### config.mk
export PLATFORM = sky130hd
export DESIGN_NAME = lla_annunciator
export DESIGN_NICKNAME = d
export VERILOG_FILES = /design/src/logic/lla_pkg.sv /design/src/logic/lla_annunciator.sv
export SDC_FILE = /design/constraint.sdc
export NUM_CORES = 1
export LEC_CHECK = 0
export BUFFER_PORTS_ARGS = -buffer_cell sky130_fd_sc_hd__clkbuf_2
export CORE_UTILIZATION = 50
export DETAILED_ROUTE_END_ITERATION = 8
export PLACE_DENSITY = 0.84
export SLEW_MARGIN = 20
export SYNTH_ARGS = -nofsm -noshare
export SYNTH_HDL_FRONTEND = slang
export SYNTH_SLANG_ARGS = --single-unit
export TNS_END_PERCENT = 5
### constraint.sdc
create_clock -name clk -period 4.3 [get_ports clk]
set_input_delay 1.29 -clock clk [delete_from_list [all_inputs] [get_ports clk]]
set_output_delay 1.29 -clock clk [all_outputs]
set_load 0.03 [all_outputs]
### src/logic/lla_pkg.sv
// Constants and types for the front-panel lamp annunciator
package lla_pkg;

	// Timing
	localparam int CLK_KHZ = 10000;
	localparam int BLINK_HALF_MS = 250;
	localparam int BLINK_HALF_CYC = BLINK_HALF_MS * CLK_KHZ;
	localparam int BLINK_W = 22;

	// Lamp positions
	localparam int LAMPS = 8;
	localparam int L_THERMAL = 0;
	localparam int L_PHASE = 1;
	localparam int L_I2T = 2;
	localparam int L_EARTH = 3;
	localparam int L_PROGFAULT = 4;
	localparam int L_BLOCK = 5;
	localparam int L_BRKFAIL = 6;
	localparam int L_UNBALANCE = 7;
	localparam logic [7:0] LATCH_MASK = 8'hCF;

	// Register offsets
	localparam logic [7:0] A_CTRL = 8'h00;
	localparam logic [7:0] A_STATUS = 8'h04;
	localparam logic [7:0] A_DISP_LO = 8'h08;
	localparam logic [7:0] A_DISP_HI = 8'h0C;

	// Field positions
	localparam int CTRL_RESET_BIT = 0;
	localparam int STAT_LATCH_LSB = 0;
	localparam int STAT_FLASH_LSB = 8;
	localparam int STAT_LAMP_LSB = 16;

	// Reset values
	localparam logic [63:0] DISP_RST = 64'h2020202020202020;

	// Flags from the protection elements
	typedef struct packed {
		logic thermalAlarmReached;
		logic oilImage125;
		logic windingImage200;
		logic phaseLowPickup;
		logic phaseHighPickup;
		logic phaseLowDelayDone;
		logic phaseHighDelayDone;
		logic i2tOverBase;
		logic i2tLimitReached;
		logic earthLowPickup;
		logic earthHighPickup;
		logic earthLowDelayDone;
		logic earthHighDelayDone;
		logic programming;
		logic internalFault;
		logic [1:0] blockInput;
		logic remoteTripInput;
		logic breakerFailActive;
		logic unbalanceFirstPickup;
		logic unbalanceSecondPickup;
		logic unbalanceFirstDelayDone;
		logic unbalanceSecondDelayDone;
	} lla_flags_t;

	// Whole state of the annunciator
	typedef struct packed {
		logic [7:0] latch;
		logic [7:0] lamp;
		logic [BLINK_W-1:0] blinkCnt;
		logic blinkOn;
		logic failSeen;
		logic nvWrite;
		logic [7:0] nvOut;
		logic pready;
		logic [31:0] prdata;
		logic pslverr;
		logic keyPend;
		logic [63:0] disp;
	} lla_state_t;

	localparam lla_state_t STATE_RST = '{
		latch: 8'h00,
		lamp: 8'h00,
		blinkCnt: 22'h0,
		blinkOn: 1'b0,
		failSeen: 1'b0,
		nvWrite: 1'b0,
		nvOut: 8'h00,
		pready: 1'b0,
		prdata: 32'h0,
		pslverr: 1'b0,
		keyPend: 1'b0,
		disp: DISP_RST
	};

endpackage

### src/logic/lla_annunciator.sv
// Lamp annunciator with latching, flashing, retention and APB registers
`timescale 1ns/1ps
`default_nettype none

// Behaviour
// RULE_01: Eight lamps, all off while no indicated condition is present.
// RULE_02: An eight-character display shows readings written by software.
// RULE_03: Thermal lamp flashes when the thermal image reaches alarm level.
// RULE_04: Thermal lamp steady at oil image 125% or winding image 200%.
// RULE_05: Phase lamp flashes while low or high pickup is reached.
// RULE_06: Phase lamp steady once low or high stage delay has expired.
// RULE_07: I2t lamp flashes above twice base current, steady at the I2t limit.
// RULE_08: Earth lamp flashes while low or high earth pickup is reached.
// RULE_09: Earth lamp steady once low or high earth delay has expired.
// RULE_10: Program/fault lamp flashes while programming or on internal fault.
// RULE_11: Block lamp flashes while any blocking input is active.
// RULE_12: Block lamp steady while the remote trip input is operated.
// RULE_13: Breaker failure lamp lit when breaker failure function is active.
// RULE_14: Unbalance lamp flashes while first or second pickup is reached.
// RULE_15: Unbalance lamp steady once first or second delay has expired.
// RULE_16: Flashing on the six latching lamps ends by itself with its cause.
// RULE_17: Steady on those six stays latched; reset key clears it once cause gone.
// RULE_18: Program/fault and block lamps never latch; steady ends with cause.
// RULE_19: Lamp latches are saved on supply loss and restored on return.
// RULE_20: The front enter/reset key acts as the lamp reset command.
// RULE_21: Flashing comes from a fixed clock division, a few hertz.
// RULE_22: A lamp qualifying for both flashing and steady shows steady.
module lla_annunciator #(
	parameter int BLINK_HALF = lla_pkg::BLINK_HALF_CYC
) (
	// Clock and reset
	input wire logic clk,
	input wire logic rst_b,
	// APB slave
	input wire logic psel,
	input wire logic penable,
	input wire logic pwrite,
	input wire logic [7:0] paddr,
	input wire logic [31:0] pwdata,
	output logic [31:0] prdata,
	output logic pready,
	output logic pslverr,
	// Protection element flags
	input wire lla_pkg::lla_flags_t flags,
	// Front enter/reset key, one-cycle pulse
	input wire logic keyReset,
	// Retention store
	input wire logic supplyFail,
	input wire logic restoreReq,
	input wire logic [7:0] nvIn,
	output logic nvWrite,
	output logic [7:0] nvOut,
	// Front panel
	output logic [7:0] lampOn,
	output logic [63:0] dispChars
);

	lla_pkg::lla_state_t s_r;
	lla_pkg::lla_state_t s_nxt;
	logic [7:0] flash;
	logic [7:0] trip;
	logic [7:0] lampV;
	logic press;
	logic setup;
	logic access;
	logic [31:0] rdVal;
	logic rdHit;

	// Flashing causes per lamp
	assign flash[lla_pkg::L_THERMAL] = flags.thermalAlarmReached; // [RULE_03]
	assign flash[lla_pkg::L_PHASE] = flags.phaseLowPickup | flags.phaseHighPickup; // [RULE_05]
	assign flash[lla_pkg::L_I2T] = flags.i2tOverBase; // [RULE_07]
	assign flash[lla_pkg::L_EARTH] = flags.earthLowPickup | flags.earthHighPickup; // [RULE_08]
	assign flash[lla_pkg::L_PROGFAULT] = flags.programming | flags.internalFault; // [RULE_10]
	assign flash[lla_pkg::L_BLOCK] = |flags.blockInput; // [RULE_11]
	assign flash[lla_pkg::L_BRKFAIL] = 1'b0;
	assign flash[lla_pkg::L_UNBALANCE] = flags.unbalanceFirstPickup | flags.unbalanceSecondPickup; // [RULE_14]

	// Steady causes per lamp
	assign trip[lla_pkg::L_THERMAL] = flags.oilImage125 | flags.windingImage200; // [RULE_04]
	assign trip[lla_pkg::L_PHASE] = flags.phaseLowDelayDone | flags.phaseHighDelayDone; // [RULE_06]
	assign trip[lla_pkg::L_I2T] = flags.i2tLimitReached; // [RULE_07]
	assign trip[lla_pkg::L_EARTH] = flags.earthLowDelayDone | flags.earthHighDelayDone; // [RULE_09]
	assign trip[lla_pkg::L_PROGFAULT] = 1'b0;
	assign trip[lla_pkg::L_BLOCK] = flags.remoteTripInput; // [RULE_12]
	assign trip[lla_pkg::L_BRKFAIL] = flags.breakerFailActive; // [RULE_13]
	assign trip[lla_pkg::L_UNBALANCE] = flags.unbalanceFirstDelayDone | flags.unbalanceSecondDelayDone; // [RULE_15]

	// Reset command from key or register
	assign press = keyReset | s_r.keyPend; // [RULE_20]

	// Per-lamp display state, steady over flashing
	genvar gi;
	generate
		for (gi = 0; gi < lla_pkg::LAMPS; gi++) begin : g_lamp
			assign lampV[gi] = s_r.latch[gi] | trip[gi] | (flash[gi] & s_r.blinkOn); // [RULE_01] [RULE_16] [RULE_22]
		end
	endgenerate

	// APB phases
	assign setup = psel & ~penable;
	assign access = psel & penable & s_r.pready;

	// Read decode
	always_comb begin
		rdVal = 32'h0;
		rdHit = 1'b1;
		unique case (paddr)
			lla_pkg::A_CTRL: begin
				rdVal = 32'h0;
			end
			lla_pkg::A_STATUS: begin
				rdVal[lla_pkg::STAT_LATCH_LSB +: 8] = s_r.latch;
				rdVal[lla_pkg::STAT_FLASH_LSB +: 8] = flash;
				rdVal[lla_pkg::STAT_LAMP_LSB +: 8] = s_r.lamp;
			end
			lla_pkg::A_DISP_LO: begin
				rdVal = s_r.disp[31:0];
			end
			lla_pkg::A_DISP_HI: begin
				rdVal = s_r.disp[63:32];
			end
			default: begin
				rdHit = 1'b0;
			end
		endcase
	end

	// Next state
	always_comb begin
		s_nxt = s_r;
		s_nxt.keyPend = 1'b0;
		s_nxt.nvWrite = 1'b0;
		s_nxt.failSeen = supplyFail;
		// Blink divider
		if (s_r.blinkCnt == lla_pkg::BLINK_W'(BLINK_HALF - 1)) begin
			s_nxt.blinkCnt = 22'h0; // [RULE_21]
			s_nxt.blinkOn = ~s_r.blinkOn;
		end else begin
			s_nxt.blinkCnt = s_r.blinkCnt + 22'h1;
		end
		// Latches: restore, reset press, or accumulate
		if (restoreReq) begin
			s_nxt.latch = (nvIn | trip) & lla_pkg::LATCH_MASK; // [RULE_19]
		end else if (press) begin
			s_nxt.latch = trip & lla_pkg::LATCH_MASK; // [RULE_17]
		end else begin
			s_nxt.latch = (s_r.latch | trip) & lla_pkg::LATCH_MASK; // [RULE_17] [RULE_18]
		end
		s_nxt.lamp = lampV;
		// Save on supply loss
		if (supplyFail && !s_r.failSeen) begin
			s_nxt.nvWrite = 1'b1; // [RULE_19]
			s_nxt.nvOut = s_r.latch;
		end
		// APB answer in the first access cycle
		s_nxt.pready = setup;
		if (setup) begin
			s_nxt.pslverr = ~rdHit;
			s_nxt.prdata = (pwrite || !rdHit) ? 32'h0 : rdVal;
		end
		// APB writes
		if (access && pwrite) begin
			unique case (paddr)
				lla_pkg::A_CTRL: begin
					s_nxt.keyPend = pwdata[lla_pkg::CTRL_RESET_BIT]; // [RULE_20]
				end
				lla_pkg::A_DISP_LO: begin
					s_nxt.disp[31:0] = pwdata; // [RULE_02]
				end
				lla_pkg::A_DISP_HI: begin
					s_nxt.disp[63:32] = pwdata; // [RULE_02]
				end
				default: begin
					s_nxt.keyPend = 1'b0;
				end
			endcase
		end
	end

	always_ff @(posedge clk or negedge rst_b) begin
		if (!rst_b) begin
			s_r <= lla_pkg::STATE_RST;
		end else begin
			s_r <= s_nxt;
		end
	end

	// Outputs
	assign prdata = s_r.prdata;
	assign pready = s_r.pready;
	assign pslverr = s_r.pslverr;
	assign nvWrite = s_r.nvWrite;
	assign nvOut = s_r.nvOut;
	assign lampOn = s_r.lamp;
	assign dispChars = s_r.disp;
endmodule

`default_nettype wire

==> flow_summary.toml <==
[worst_setup_path]
ff2ff_setup_slack_ns = 2.26
max_stage_delay_ns = 0.60
path_class = "in2reg"
crit_fanout = 17
crit_start = "paddr[5]"
worst_ep_required_time_ns = 4.59
endpoint = "dispChars[15]"
cpMaxStageDelayCell = "and4b_2"
rr_endpoint = "s_r[128]"
timing.rr.start = "s_r[117]"
path_cells = "clkbuf_2 -> or4_4 -> nor3_4 -> and4b_2 -> buf_12 -> mux2_2"
crit_path_start_kind = "input pin"
r2r_cells = 5
end_kind = "flop"
arrival_ns = 3.31

[synth]
synth_flop_cell = "dfrtp_1"
ys_seq_elements = 144
synth.area.top_cells = "dfrtp_1 (49%), mux2_2 (12%), buf_4 (12%), dfstp_2 (3.0%), nand2_1 (2.9%)"
synth.distinct_cells = 43
synth_edf_count = 0
yosysSeqAreaShare = 0.5189
synth_cells = 603
avgSynthCellArea_sq_um = 11.55
async_flop_share = 1.000
ys_warn_count = 0
synth_area_sq_um = 6964
yosysTopAreaCell = "dfrtp_1"
synth_top_area_share = 0.4887

[sta]
worst_slew_pin_slew_ns = 0.9497
post-route-period-util = 0.7017
finalClockSkew_ns = 0.006302
fin_crit_ns = 3.017
fin_setup_tns_ns = 0
rsz0062_at_grt = "false"
clock.fmax_ghz = 0.3314
slew_viol_final = 0
relSlewSlack = 0.3669
hold_violations = 0
setup_viol = 0

[global_route]
grtUsageTotal = 0.2301
antenna_found_initial = 0
grt_pass1_wl_mm = 25.22
grt_overflow = 0
grt_pass1_vias = 4709
grt_start_max_net_pins = 103

[cts]
cts_tree = "yes"
root_buffer = "clkbuf_16"
path_clk_slew_ns = 0.06
h-tree-depth = 4
numCtsBuffers = 17
clock_path_buffers = 2
clk_latency_ns = 0.41
cts_hold_buffers = 0
postCtsSetupRepairBufs = 0
cts.sinks = 144
cts.repair.resized = 0

[place]
dp_hpwl_mm = 10.99
gp_congestion = 0.8445
port-buffer-count = 189

[layout]
nets = 764
utilization = 0.5845
area_delta_synth_final_pct = 12.47
drive_above_1_share = 0.4605
n_antenna_cell = 0

[power_and_ir_drop]
leakagePower_nw = 3.974
pwr_density_cell_nw_per_um2 = 383.1
ir_drop_uv = 211.1

[floorplan]
die_area_sq_um = 14400
rows = 42
fp.dieW_um = 120.0
start_util = 0.5197
fp.coreArea_sq_um = 13400
fp.dieH_um = 120.0
io_pins = 194

[drt]
via_per_inst = 5.423
drtPass1Iterations = 5
drt_iter0_drc = 310
wl_per_cell_um = 18.06
vias = 4734
remaining_drc_errors = 0
wirelength_mm = 15.77
antenna_left = 0

[outcome]
outcome = "finished, final reports clean"

[hold_path]
hold_path.class = "reg2reg"

[job]
cap_violations = 0
## cells in the mapped netlist, types with 7 or more instances
master	instances
a21oi_1	9
a22oi_1	21
buf_4	113
clkbuf_1	12
dfrtp_1	136
dfstp_2	8
inv_1	8
mux2_1	10
mux2_2	76
mux2i_1	11
nand2_1	54
nand3_1	7
nor2_1	14
nor3_1	11
o21ai_0	38
xor2_1	12
## cell families (layout without fill, tap and decap cells)
group,count (synthesis),count (layout),synth area share
buffers and inverters,145,238,0.1457
flip-flops,144,144,0.5189
XOR/XNOR,17,17,0.02138
adder cells (fa/ha/maj),1,1,0.001796
AND/OR/NAND/NOR,118,118,0.08606
AO/OA/AOI/OAI,80,80,0.07079
other,1,2,0.0005385
multiplexers,97,97,0.1549
## routing by layer
metal,up-vias,global-route usage,share of wire
met3,19,0.04563,0.060
met5,-,0,0
met4,0,0.1000,0.020
met2,189,0.3775,0.49
met1,2379,0.2954,0.43
li1,2147,-,-
## critical path, delay by kind of cell
kind	cells	cell delay [ns]
AND/OR/NAND/NOR	3	1.34
buffers and inverters	2	0.31
multiplexers	1	0.35
## cell type report
class	instances	area, sq um
fillers	1130	5568
repair buffers	198	1045
flip-flops and latches	144	3613
clock buffers	23	498.0
inverters	8	30.03
well taps	176	220.2
multi-input cells	315	2346
clock inverters	9	80.08
## cells in the final DEF (no fill, tap or decap), types with 2 or more instances in the layout
| cell type | n |
|---|---|
| a211oi_1 | 5 |
| or3_1 | 2 |
| nor4_1 | 2 |
| nor2_1 | 14 |
| buf_12 | 2 |
| o31ai_1 | 2 |
| clkbuf_16 | 17 |
| o21ai_0 | 38 |
| nand2_1 | 54 |
| inv_1 | 8 |
| nor3_1 | 11 |
| clkbuf_8 | 5 |
| xor2_1 | 12 |
| nand4_1 | 6 |
| mux2_2 | 76 |
| and4_1 | 6 |
| a22oi_1 | 21 |
| a21oi_1 | 9 |
| dfrtp_1 | 136 |
| or4_1 | 3 |
| clkinv_2 | 5 |
| mux2i_1 | 11 |
| xnor2_1 | 5 |
| nand2b_1 | 2 |
| buf_4 | 7 |
| dfstp_2 | 8 |
| clkbuf_2 | 188 |
| conb_1 | 2 |
| mux2_1 | 10 |
| a221o_1 | 2 |
| nand3_1 | 7 |
## where the power goes
part / switching, W / internal (W) / total, W / leakage [nW]
registers: 0.0000146 / 0.00137 / 0.00139 / 1.88
logic: 0.000124 / 0.0000699 / 0.000194 / 1.80
clock network: 0.000548 / 0.000870 / 0.00142 / 0.289
## state kept, by name (all words and copies together) (netlist names)
register	cells
s_r	31
nvOut	6
dispChars	64
nvWrite	1
pready	1
lampOn	8
prdata	32
pslverr	1
## per-stage QoR
stage | std cells | hold WS (ns) | area [sq um] | total power [W] | setup WS (ns)
after floorplan | 604 | 0.4477 | 6968 | 0.001517 | 1.393
after global placement | 841 | 0.4617 | 7254 | 0.001604 | 0.8644
after detailed placement | 841 | 0.4690 | 7254 | 0.001609 | 0.8277
after CTS | 873 | 0.4818 | 7833 | 0.003029 | 1.264
after global routing | 873 | 0.5028 | 7833 | 0.003110 | 1.187
final | 873 | 0.4754 | 7833 | 0.003001 | 1.283
## how the worst min path moves through the flow
stage                           from    endpoint  slack (ns)  cells after the start
after global placement     prdata[6]   prdata[6]        0.46                      2
after CTS                  prdata[8]   prdata[8]        0.48                      2
after floorplan             s_r[121]    s_r[121]        0.45                      1
after global routing      prdata[23]  prdata[23]        0.50                      2
after detailed placement   prdata[8]   prdata[8]        0.47                      2
final                      prdata[8]   prdata[8]        0.48                      2
No activity file was read; power rests on OpenSTA's default activity.
